<file path="config.mk">
export PLATFORM = sky130hd
export DESIGN_NAME = cspc_socket_ctrl
export DESIGN_NICKNAME = d
export VERILOG_FILES = /design/src/inc/cspc_pkg.sv /design/src/logic/cspc_supply_guard.sv /design/src/logic/cspc_clk_stop.sv /design/src/logic/cspc_socket_ctrl.sv
export VERILOG_INCLUDE_DIRS = /design/src /design/src/inc
export SDC_FILE = /design/constraint.sdc
export NUM_CORES = 1
export LEC_CHECK = 0
export BUFFER_PORTS_ARGS = -buffer_cell sky130_fd_sc_hd__buf_2
export CAP_MARGIN = 15
export CORE_MARGIN = 1.5
export CORE_UTILIZATION = 40
export DETAILED_ROUTE_END_ITERATION = 10
export PLACE_DENSITY = 0.81
export SKIP_LAST_GASP = 1
export SLEW_MARGIN = 20
export SYNTH_ARGS = -nofsm -noshare
export SYNTH_HDL_FRONTEND = slang
export SYNTH_SLANG_ARGS = --single-unit
</file>
<file path="constraint.sdc">
create_clock -name clk_in -period 1.9 [get_ports clk_in]
set_input_delay 0.095 -clock clk_in [delete_from_list [all_inputs] [get_ports clk_in]]
set_output_delay 0.095 -clock clk_in [all_outputs]
set_load 0.005 [all_outputs]
</file>
<file path="src/inc/cspc_defines.svh">
`ifndef CSPC_DEFINES_SVH
`define CSPC_DEFINES_SVH

// ----------------------------------------------------------------
// register map
// ----------------------------------------------------------------
`define CSPC_ADDR_MSB 11
`define CSPC_SKT_CTRL_OFF 12'h010
`define CSPC_SKT_CTRL_RESET 32'h0000_0400

// ----------------------------------------------------------------
// field positions
// ----------------------------------------------------------------
`define CSPC_VPP_LSB 0
`define CSPC_VPP_MSB 2
`define CSPC_VCC_LSB 4
`define CSPC_VCC_MSB 6
`define CSPC_POLICY_BIT 7
`define CSPC_VEN_BIT 9
`define CSPC_STD_BIT 10
`define CSPC_ACT_BIT 11
`define CSPC_RSVD_HI_LSB 12
`define CSPC_RSVD_MID_BIT 8
`define CSPC_RSVD_LO_BIT 3

// ----------------------------------------------------------------
// reset values and responses
// ----------------------------------------------------------------
`define CSPC_SUPPLY_OFF 3'h0
`define CSPC_RESP_OKAY 2'h0
`define CSPC_RESP_SLVERR 2'h2

// ----------------------------------------------------------------
// timing
// ----------------------------------------------------------------
`define CSPC_IDLE_CLOCKS 4'h8

`endif

</file>
<file path="src/inc/cspc_pkg.sv">
package cspc_pkg;

   // ----------------------------------------------------------------
   // bus carriers
   // ----------------------------------------------------------------
   typedef struct packed {
      logic [31:0] addr;
      logic [2:0] prot;
   } cspc_addr_t;

   typedef struct packed {
      logic [31:0] data;
      logic [3:0] strb;
   } cspc_wdata_t;

   typedef struct packed {
      logic [1:0] resp;
   } cspc_bresp_t;

   typedef struct packed {
      logic [31:0] data;
      logic [1:0] resp;
   } cspc_rdata_t;

   // ----------------------------------------------------------------
   // supply request codes
   // ----------------------------------------------------------------
   typedef enum logic [2:0] {
      CSPC_SUP_OFF = 3'b000,
      CSPC_SUP_12V = 3'b001,
      CSPC_SUP_5V = 3'b010,
      CSPC_SUP_3V3 = 3'b011,
      CSPC_SUP_XV = 3'b100,
      CSPC_SUP_YV = 3'b101
   } cspc_supply_t;

endpackage

</file>
<file path="src/logic/cspc_supply_guard.sv">
`timescale 1ns/1ns
`include "cspc_defines.svh"

module cspc_supply_guard (
   input wire logic clk_in, // core clock
   input wire logic rst_in, // sync reset, high
   input wire logic [2:0] vcc_req_in, // main supply request
   input wire logic [2:0] vpp_req_in, // programming supply request
   input wire logic card_present_in, // card seated
   input wire logic [3:0] card_ok_in, // card accepts 5v, 3v3, xv, yv
   input wire logic retest_in, // re-interrogation pulse
   input wire logic force_type_in, // forced card type pulse
   output logic [2:0] vcc_out, // applied main supply
   output logic [2:0] vpp_out, // applied programming supply
   output logic ctrl_en_out // socket power control enabled
);

   logic ctrl_en_reg;
   logic [2:0] vcc_reg;
   logic [2:0] vpp_reg;
   logic [2:0] vcc_idx;
   logic [2:0] vpp_idx;

   // ----------------------------------------------------------------
   // qualification
   // ----------------------------------------------------------------
   // reserved codes fall through to off
   wire vcc_legal = (vcc_req_in >= 3'h2) && (vcc_req_in <= 3'h5);
   wire vpp_legal = (vpp_req_in >= 3'h1) && (vpp_req_in <= 3'h5);
   assign vcc_idx = vcc_req_in - 3'h2;
   assign vpp_idx = vpp_req_in - 3'h2;
   wire vcc_ok = ctrl_en_reg && card_present_in && vcc_legal && card_ok_in[vcc_idx[1:0]];
   // programming supply only rides on an applied main supply
   wire vpp_ok = vcc_ok && vpp_legal
      && ((vpp_req_in == 3'h1) || card_ok_in[vpp_idx[1:0]]);

   always_ff @(posedge clk_in)
   begin
      if (rst_in)
      begin
         ctrl_en_reg <= 1'b1;
         vcc_reg <= `CSPC_SUPPLY_OFF;
         vpp_reg <= `CSPC_SUPPLY_OFF;
      end
      else
      begin
         ctrl_en_reg <= retest_in ? 1'b1 : (force_type_in ? 1'b0 : ctrl_en_reg);
         vcc_reg <= vcc_ok ? vcc_req_in : `CSPC_SUPPLY_OFF;
         vpp_reg <= vpp_ok ? vpp_req_in : `CSPC_SUPPLY_OFF;
      end
   end

   assign vcc_out = vcc_reg;
   assign vpp_out = vpp_reg;
   assign ctrl_en_out = ctrl_en_reg;
endmodule

</file>
<file path="src/logic/cspc_clk_stop.sv">
`timescale 1ns/1ns
`include "cspc_defines.svh"

module cspc_clk_stop (
   input wire logic clk_in, // core clock
   input wire logic rst_in, // sync reset, high
   input wire logic idle_in, // card interface idle this clock
   input wire logic host_req_in, // host bus master request
   input wire logic policy_in, // clock stop policy
   output logic stop_req_out // ask clock run master to stop
);

   logic [3:0] idle_cnt_reg;
   logic [3:0] idle_cnt_next;
   logic stop_reg;

   // ----------------------------------------------------------------
   // idle counter
   // ----------------------------------------------------------------
   wire idle_full = (idle_cnt_reg == `CSPC_IDLE_CLOCKS);
   assign idle_cnt_next = !idle_in ? 4'h0 : (idle_full ? idle_cnt_reg : idle_cnt_reg + 4'h1);
   wire stop_next = idle_full && idle_in && (policy_in || host_req_in);

   always_ff @(posedge clk_in)
   begin
      if (rst_in)
      begin
         idle_cnt_reg <= 4'h0;
         stop_reg <= 1'b0;
      end
      else
      begin
         idle_cnt_reg <= idle_cnt_next;
         stop_reg <= stop_next;
      end
   end

   assign stop_req_out = stop_reg;
endmodule

</file>
<file path="src/logic/cspc_socket_ctrl.sv">
`timescale 1ns/1ns
`include "cspc_defines.svh"

module cspc_socket_ctrl (
   input wire logic clk_in, // core clock, 250 MHz
   input wire logic rst_in, // sync reset, high
   input wire logic s_awvalid_in, // write address valid
   input wire cspc_pkg::cspc_addr_t s_aw_in, // write address
   output logic s_awready_out, // write address ready
   input wire logic s_wvalid_in, // write data valid
   input wire cspc_pkg::cspc_wdata_t s_w_in, // write data and strobes
   output logic s_wready_out, // write data ready
   output logic s_bvalid_out, // write response valid
   output cspc_pkg::cspc_bresp_t s_b_out, // write response
   input wire logic s_bready_in, // write response ready
   input wire logic s_arvalid_in, // read address valid
   input wire cspc_pkg::cspc_addr_t s_ar_in, // read address
   output logic s_arready_out, // read address ready
   output logic s_rvalid_out, // read data valid
   output cspc_pkg::cspc_rdata_t s_r_out, // read data and response
   input wire logic s_rready_in, // read data ready
   input wire logic card_present_in, // card seated in socket
   input wire logic [3:0] card_ok_in, // card accepts 5v, 3v3, xv, yv
   input wire logic card_if_idle_in, // card interface idle this clock
   input wire logic host_master_req_in, // host bus master request
   input wire logic card_voltage_retest_in, // retest command pulse
   input wire logic forced_card_type_in, // forced card type pulse
   output logic [2:0] main_supply_out, // applied main supply code
   output logic [2:0] program_supply_out, // applied programming supply code
   output logic power_ctrl_enabled_out, // socket power control enabled
   output logic video_path_enable_out, // video path enabled
   output logic video_path_active_out, // video path active
   output logic clock_stop_req_out, // stop card clock request
   output logic reinterrogate_out // re-interrogate card pulse
);

   // ----------------------------------------------------------------
   // register state
   // ----------------------------------------------------------------
   logic [2:0] main_supply_request_reg;
   logic [2:0] program_supply_request_reg;
   logic clock_stop_policy_reg;
   logic video_path_enable_reg;
   logic video_path_active_reg;
   logic reinterrogate_reg;

   // ----------------------------------------------------------------
   // bus state
   // ----------------------------------------------------------------
   logic awready_reg;
   logic wready_reg;
   logic aw_got_reg;
   logic w_got_reg;
   logic bvalid_reg;
   logic arready_reg;
   logic rvalid_reg;
   logic rd_hit_reg;
   cspc_pkg::cspc_addr_t aw_reg;
   cspc_pkg::cspc_wdata_t w_reg;
   cspc_pkg::cspc_bresp_t b_reg;
   cspc_pkg::cspc_rdata_t r_reg;

   logic [31:0] ctrl_rd;

   // window bits of the register's byte offset; a literal cannot be sliced
   localparam logic [`CSPC_ADDR_MSB:0] ctrl_off = `CSPC_SKT_CTRL_OFF;

   // ----------------------------------------------------------------
   // handshakes and decode
   // ----------------------------------------------------------------
   wire aw_hs = s_awvalid_in && awready_reg;
   wire w_hs = s_wvalid_in && wready_reg;
   wire b_hs = bvalid_reg && s_bready_in;
   wire ar_hs = s_arvalid_in && arready_reg;
   wire r_hs = rvalid_reg && s_rready_in;
   // write fires once address and data are both held
   wire wr_fire = aw_got_reg && w_got_reg && !bvalid_reg;
   // only the low window bits decode; the word offset ignores byte bits
   wire wr_hit = (aw_reg.addr[`CSPC_ADDR_MSB:2] == ctrl_off[`CSPC_ADDR_MSB:2]);
   wire rd_hit = (s_ar_in.addr[`CSPC_ADDR_MSB:2] == ctrl_off[`CSPC_ADDR_MSB:2]);
   wire wr_lane0 = wr_fire && wr_hit && w_reg.strb[0];
   wire wr_lane1 = wr_fire && wr_hit && w_reg.strb[1];

   // ----------------------------------------------------------------
   // read image
   // ----------------------------------------------------------------
   // reserved positions are tied low
   assign ctrl_rd = {
      20'h00000,
      video_path_enable_reg,
      1'b1,
      video_path_enable_reg,
      1'b0,
      clock_stop_policy_reg,
      main_supply_request_reg,
      1'b0,
      program_supply_request_reg
   };

   // ----------------------------------------------------------------
   // next values
   // ----------------------------------------------------------------
   wire awready_next = aw_hs ? 1'b0 : ((!aw_got_reg && !bvalid_reg) ? 1'b1 : awready_reg);
   wire wready_next = w_hs ? 1'b0 : ((!w_got_reg && !bvalid_reg) ? 1'b1 : wready_reg);
   wire aw_got_next = aw_hs ? 1'b1 : (wr_fire ? 1'b0 : aw_got_reg);
   wire w_got_next = w_hs ? 1'b1 : (wr_fire ? 1'b0 : w_got_reg);
   wire bvalid_next = wr_fire ? 1'b1 : (b_hs ? 1'b0 : bvalid_reg);
   wire arready_next = ar_hs ? 1'b0 : ((!rvalid_reg) ? 1'b1 : arready_reg);
   wire rvalid_next = ar_hs ? 1'b1 : (r_hs ? 1'b0 : rvalid_reg);

   // ----------------------------------------------------------------
   // write channel
   // ----------------------------------------------------------------
   always_ff @(posedge clk_in)
   begin
      if (rst_in)
      begin
         awready_reg <= 1'b0;
         wready_reg <= 1'b0;
         aw_got_reg <= 1'b0;
         w_got_reg <= 1'b0;
         bvalid_reg <= 1'b0;
         aw_reg <= '0;
         w_reg <= '0;
         b_reg <= '0;
      end
      else
      begin
         awready_reg <= awready_next;
         wready_reg <= wready_next;
         aw_got_reg <= aw_got_next;
         w_got_reg <= w_got_next;
         bvalid_reg <= bvalid_next;
         if (aw_hs)
            aw_reg <= s_aw_in;
         if (w_hs)
            w_reg <= s_w_in;
         if (wr_fire)
            b_reg.resp <= wr_hit ? `CSPC_RESP_OKAY : `CSPC_RESP_SLVERR;
      end
   end

   // ----------------------------------------------------------------
   // read channel
   // ----------------------------------------------------------------
   always_ff @(posedge clk_in)
   begin
      if (rst_in)
      begin
         arready_reg <= 1'b0;
         rvalid_reg <= 1'b0;
         rd_hit_reg <= 1'b0;
         r_reg <= '0;
      end
      else
      begin
         arready_reg <= arready_next;
         rvalid_reg <= rvalid_next;
         if (ar_hs)
         begin
            rd_hit_reg <= rd_hit;
            r_reg.data <= rd_hit ? ctrl_rd : 32'h00000000;
            r_reg.resp <= rd_hit ? `CSPC_RESP_OKAY : `CSPC_RESP_SLVERR;
         end
      end
   end

   // ----------------------------------------------------------------
   // control register
   // ----------------------------------------------------------------
   always_ff @(posedge clk_in)
   begin
      if (rst_in)
      begin
         program_supply_request_reg <= `CSPC_SUPPLY_OFF;
         main_supply_request_reg <= `CSPC_SUPPLY_OFF;
         clock_stop_policy_reg <= 1'b0;
         video_path_enable_reg <= 1'b0;
         video_path_active_reg <= 1'b0;
         reinterrogate_reg <= 1'b0;
      end
      else
      begin
         // lane 0 holds both supply fields and the policy; bit 3 is dropped
         if (wr_lane0)
         begin
            program_supply_request_reg <= w_reg.data[`CSPC_VPP_MSB:`CSPC_VPP_LSB];
            main_supply_request_reg <= w_reg.data[`CSPC_VCC_MSB:`CSPC_VCC_LSB];
            clock_stop_policy_reg <= w_reg.data[`CSPC_POLICY_BIT];
         end
         // lane 1 only carries the enable; bits 8, 10, 11 are not stored
         if (wr_lane1)
            video_path_enable_reg <= w_reg.data[`CSPC_VEN_BIT];
         video_path_active_reg <= wr_lane1 ? w_reg.data[`CSPC_VEN_BIT]
            : video_path_enable_reg;
         reinterrogate_reg <= card_voltage_retest_in;
      end
   end

   // ----------------------------------------------------------------
   // socket side
   // ----------------------------------------------------------------
   cspc_supply_guard u_guard (
      .clk_in(clk_in),
      .rst_in(rst_in),
      .vcc_req_in(main_supply_request_reg),
      .vpp_req_in(program_supply_request_reg),
      .card_present_in(card_present_in),
      .card_ok_in(card_ok_in),
      .retest_in(card_voltage_retest_in),
      .force_type_in(forced_card_type_in),
      .vcc_out(main_supply_out),
      .vpp_out(program_supply_out),
      .ctrl_en_out(power_ctrl_enabled_out)
   );

   cspc_clk_stop u_clk_stop (
      .clk_in(clk_in),
      .rst_in(rst_in),
      .idle_in(card_if_idle_in),
      .host_req_in(host_master_req_in),
      .policy_in(clock_stop_policy_reg),
      .stop_req_out(clock_stop_req_out)
   );

   // ----------------------------------------------------------------
   // outputs
   // ----------------------------------------------------------------
   assign s_awready_out = awready_reg;
   assign s_wready_out = wready_reg;
   assign s_bvalid_out = bvalid_reg;
   assign s_b_out = b_reg;
   assign s_arready_out = arready_reg;
   assign s_rvalid_out = rvalid_reg;
   assign s_r_out = r_reg;
   assign video_path_enable_out = video_path_enable_reg;
   assign video_path_active_out = video_path_active_reg;
   assign reinterrogate_out = reinterrogate_reg;

   // ----------------------------------------------------------------
   // socket-side checks
   // ----------------------------------------------------------------
   // qualification restated here so a slip in the guard is caught
   wire main_req_legal = (main_supply_request_reg >= 3'h2) && (main_supply_request_reg <= 3'h5);
   wire [2:0] main_ok_idx = main_supply_request_reg - 3'h2;
   wire main_qualified = power_ctrl_enabled_out && card_present_in && main_req_legal
      && card_ok_in[main_ok_idx[1:0]];
endmodule

</file>
Word-level counts from Yosys, hierarchy flattened
Index checks and enable logic that the tools add are counted.

word-level totals
  output and inout port bits = 52
  register bits = 88
  logic and storage cells = 90
  input port bits = 122

cells by class
  muxes and demuxes = 14
  bitwise gates (word level) = 3
  add/sub/neg operators = 3
  magnitude comparators = 6
  reduce and logical (&&, ||, !) cells = 37
  equality and inequality tests = 4

operator list
  kind                                                                                 number
  1-bit logical AND                                                                    21
  10-bit by 3-bit == test with 1-bit output, second input constant                     2
  2-bit OR reduction                                                                   7
  12-bit two-way mux                                                                   1
  1-bit two-way mux                                                                    9
  2-bit nonzero test                                                                   4
  3-bit <= comparator, second input constant                                           2
  2-bit by 3-bit less-than comparator with 1-bit output, second input constant         2
  4-bit by 1-bit adder with 4-bit output, second input constant                        1
  1-bit binary-select mux with 2-bit select                                            2
  4-bit == test, second input constant                                                 1
  2-bit two-way mux                                                                    2
  2-bit subtractor, second input constant                                              2
  3-bit by 1-bit == test with 1-bit output, second input constant                      1
  3-bit by 1-bit greater-or-equal comparator with 1-bit output, second input constant  1
  3-bit by 2-bit greater-or-equal comparator with 1-bit output, second input constant  1
  1-bit zero test                                                                      3
  1-bit inverter                                                                       3
  1-bit logical OR                                                                     2

Longest topological paths before layout
  word-level depth = 8
  depth in mapped cells = 6
  gate-level depth less buffers = 6

Hierarchy
A second synthesis with hierarchy kept.

unflattened totals
  cell total of the unflattened synthesis = 280
  area, all modules = 2502.4 um2

by module, submodules not included
  module             area an instance (um2)  cells an instance  instances  seq. area each (um2)
  cspc_socket_ctrl   1945.6                  227                1          940.9
  cspc_supply_guard  322.8                   29                 1          140.1
  cspc_clk_stop      234.0                   24                 1          100.1

Worst setup path after synthesis
No wires, ideal clock.

  path type = register to register
  from = register aw_reg[5] (netlist name)
  to = register program_supply_request_reg[0]
  data arrival time = 1.590 ns
  setup slack = 0.194 ns
  clock period less this slack = 1.706 ns
  setup time = 0.115 ns
  buffers on the path = 0
  cell stages (with the launch flop) = 5
  data required time = 1.785 ns
  cell sequence = dfxtp_1 -> or4b_4 -> nor4b_4 -> nand2_4 -> a31o_1

on the way
  word-level cells in the longest chain between the ends = 3

RTL lines
  what                                       line                     RTL
  start: declaration                         cspc_socket_ctrl.sv:58   cspc_pkg::cspc_addr_t aw_reg;
  start signal: assignment                   cspc_socket_ctrl.sv:135  aw_reg <= s_aw_in;
  10-bit by 3-bit == test with 1-bit output  cspc_socket_ctrl.sv:79   wire wr_hit = (aw_reg.addr[`CSPC_ADDR_MSB:2] == ctrl_off[`CSPC_ADDR_MSB:2]);
  1-bit logical AND (2 in series)            cspc_socket_ctrl.sv:81   wire wr_lane0 = wr_fire && wr_hit && w_reg.strb[0];
  end signal: assignment                     cspc_socket_ctrl.sv:175  program_supply_request_reg <= `CSPC_SUPPLY_OFF;
  end signal: assignment                     cspc_socket_ctrl.sv:187  program_supply_request_reg <= w_reg.data[`CSPC_VPP_MSB:`CSPC_VPP_LSB];
  end: declaration                           cspc_socket_ctrl.sv:41   logic [2:0] program_supply_request_reg;

Every way passes these cells.
A chain may end at the register's enable or synchronous reset.

Worst setup path in the final report
  from = register aw_reg[10] (netlist name)
  to = register program_supply_request_reg[0]

Same word-level chain as after synthesis.

==> results.sh <==
export IMPL_fmaxAchievable_mhz=576.5
export IMPL_num_vias=2072
export IMPL_cts_sinks=59
export IMPL_pwr_share_seq=0.477
export IMPL_die_x_um=80.42
export IMPL_wl_per_cell_um=11.17
export IMPL_ios=174
export IMPL_final_layout_size_suffix_gt1_frac=0.2565
export IMPL_dr_first_iter_drc_count=69
export IMPL_power_density_mw_per_mm2=863.7
export IMPL_finalCriticalPeriod_ns=1.734
export IMPL_synth_most_common_cell="nand2_1"
export IMPL_finalSetupViolCount=0
export IMPL_p_sw_mw=0.6103
export IMPL_critPathMaxStageDelay_ns=0.54
export IMPL_p_int_mw=2.124
export IMPL_start_util=0.4098
export IMPL_cp_slowest_cell="or4_4"
export IMPL_hold_path_class="primary input to flip-flop"
export IMPL_drt_wl_total_um=5103
export IMPL_worstPathMaxFanout=7
export IMPL_finalSetupTns_ns=0
export IMPL_ys_seq_area_frac=0.4927
export IMPL_vias_per_cell=4.534
export IMPL_synth_edf_count=0
export IMPL_cts_tree="yes"
export IMPL_dr_pass1_iters=4
export IMPL_layout_nets=501
export IMPL_insertion_delay_ns=0.33
export IMPL_ys_flop_type="dfxtp_1"
export IMPL_holdWs_ns=0.01235
export IMPL_htree_levels=3
export IMPL_crit_type="flip-flop to flip-flop"
export IMPL_hold_viol=0
export IMPL_slew_violations=0
export IMPL_combPwrFrac=0.085
export IMPL_rows=28
export IMPL_power_frac_clock=0.437
export IMPL_coreArea_sq_mm=0.005851
export IMPL_p_total_mw=2.734
export IMPL_post_cts_resized=0
export IMPL_async_reset_ff_frac=0
export IMPL_cts_clk_slew_worst_paths_ns=0.06
export IMPL_fp_dieH_um=80.42
export IMPL_die_area_sq_mm=0.006467
export IMPL_maxCapViolCount=0
export IMPL_grt_antenna_before_repair=0
export IMPL_n_antenna_cell=0
export IMPL_finalWorstSetupSlack_ns=0.1655
export IMPL_synth_cells=279
export IMPL_yosysWarnings=0
export IMPL_dp_slack_ns=0.06077
export IMPL_crit_arrival_ns=1.96
export IMPL_grt_pass1_vias=1869
export IMPL_cp_start_kind="flip-flop"
export IMPL_synth_seq_cells=59
export IMPL_yosys_area_top_type_share=0.4927
export IMPL_cts_buffers=9
export IMPL_switching_share=0.2232
export IMPL_grt_pass1_wl_um=8114
export IMPL_critPathCaptureType="flip-flop"
export IMPL_irDropWorstVdd_mv=0.5062
export IMPL_grt_max_degree=30
export IMPL_syn_avg_cell_area_sq_um=8.592
export IMPL_grt_usage=0.1669
export IMPL_postRouteAntennaNets=0
export IMPL_grt_overflow=0
export IMPL_cts_buffer_depth=2
export IMPL_place_congestion=0.8068
export IMPL_dp_hpwl_um=3628
export IMPL_clockRootBuffer="clkbuf_8"
export IMPL_power_leakage_nw=1.497
export IMPL_fin_crit_sh=0.9129
export IMPL_worstPathCellList="or4_4 > nor4b_4 > buf_4 > nand2_4 > a31o_1"
export IMPL_layout_area_overhead_vs_synth_pct=32.05
export IMPL_required_ns=2.12
export IMPL_port_buffers=73
export IMPL_synth_top_cell_by_area="dfxtp_1"
export IMPL_drc=0
export IMPL_ys_top_cells_by_area="dfxtp_1 (49%), nand2_1 (10%), buf_4 (8.1%)"
export IMPL_grt_setup_unrepaired="no"
export IMPL_syn_area_sq_mm=0.002397
export IMPL_status="finished, final reports clean"
export IMPL_synthTopCellsByCount="nand2_1 (67), dfxtp_1 (59), a21oi_1 (32)"
export IMPL_ys_types=36
export IMPL_fin_skew_ns=0.008756
## worst max-delay path, delay by kind of cell, from the launching register on
kind	cells	cell delay, ns
AND/OR/NAND/NOR	3	0.91
flip-flops	1	0.31
AO/OA/AOI/OAI	1	0.23
buffers and inverters	1	0.18
## logic make-up (layout without fill, tap and decap cells)
group | Yosys count | after routing | share of synthesized area
xor gates and xnor gates | 2 | 2 | 0.007308
DFF | 59 | 59 | 0.4927
muxes | 9 | 9 | 0.03810
AOI/OAI and AO/OA | 49 | 49 | 0.1101
other | 1 | 24 | 0.001564
buffers and inverters | 44 | 124 | 0.1096
and+or+nand+nor | 113 | 113 | 0.2302
adders and majority gates | 2 | 2 | 0.01044
## per-stage QoR
| step | area (sq um) | utilization | cells |
|---|---|---|---|
| after floorplan | 2484 | - | 302 |
| after global placement | 2740 | 0.4683 | 419 |
| after detailed placement | 2740 | 0.4683 | 419 |
| after CTS | 3158 | 0.5398 | 456 |
| after global routing | 3166 | 0.5411 | 457 |
| final | 3166 | 0.5411 | 457 |
## timing repair
item / 4_1_cts / 5_1_grt
setup endpoints to repair: 0 / 1
hold endpoints to repair: 20 / 0
buffers inserted: 0 / 1
hold buffers: 21 / 0
## path summary, 6_finish.rpt
kind	slack (ns)	startpoint	depth (start not counted)	end
worst max-delay path	0.17	aw_reg[10]	5	program_supply_request_reg[0]
worst min-delay path	0.01	s_w_in[8]	3	w_reg[8]
worst max register to register	0.17	aw_reg[10]	5	program_supply_request_reg[0]
worst min register to register	0.45	w_reg[13]	2	w_reg[13]
## area by class of cell
cell class,count,area [sq um]
flip-flops and latches,59,1181
repair buffers,98,605.6
clock buffers,10,127.6
inverters,10,37.54
clock inverters,6,80.08
multi-input cells,199,1040
well taps,75,93.84
fillers,547,2685
## metal layers
metal  global-route usage  part of all wire  vias to the layer above
met3              0.07500             0.077                        2
met2               0.2950              0.52                       75
met1               0.1738              0.40                      920
met5                    0                 0                        -
li1                     -                 -                     1075
met4              0.05862            0.0016                        0
## power by group through the flow
stage	clock (mW)	combinational (mW)	sequential [mW]
floorplan	0	0.151	1.33
global placement	0	0.195	1.33
detailed placement	0	0.201	1.33
CTS	1.23	0.234	1.30
global route	1.28	0.265	1.31
finish	1.20	0.233	1.31
## layout by cell type (no fill, tap or decap), drive strengths merged, types with 3 or more instances in the layout
cell and count:
and2 3, a21oi 32, nand2b 4, nor2b 3, buf 77, and3 6, nand3b 4, inv 9
dlygate4sd3 21, o21ai 11, clkinv 5, nor3 5, mux2i 8, dfxtp 59, conb 24, nor2 11
nand2 68, clkbuf 10
Power figures use the tool's default switching activity.
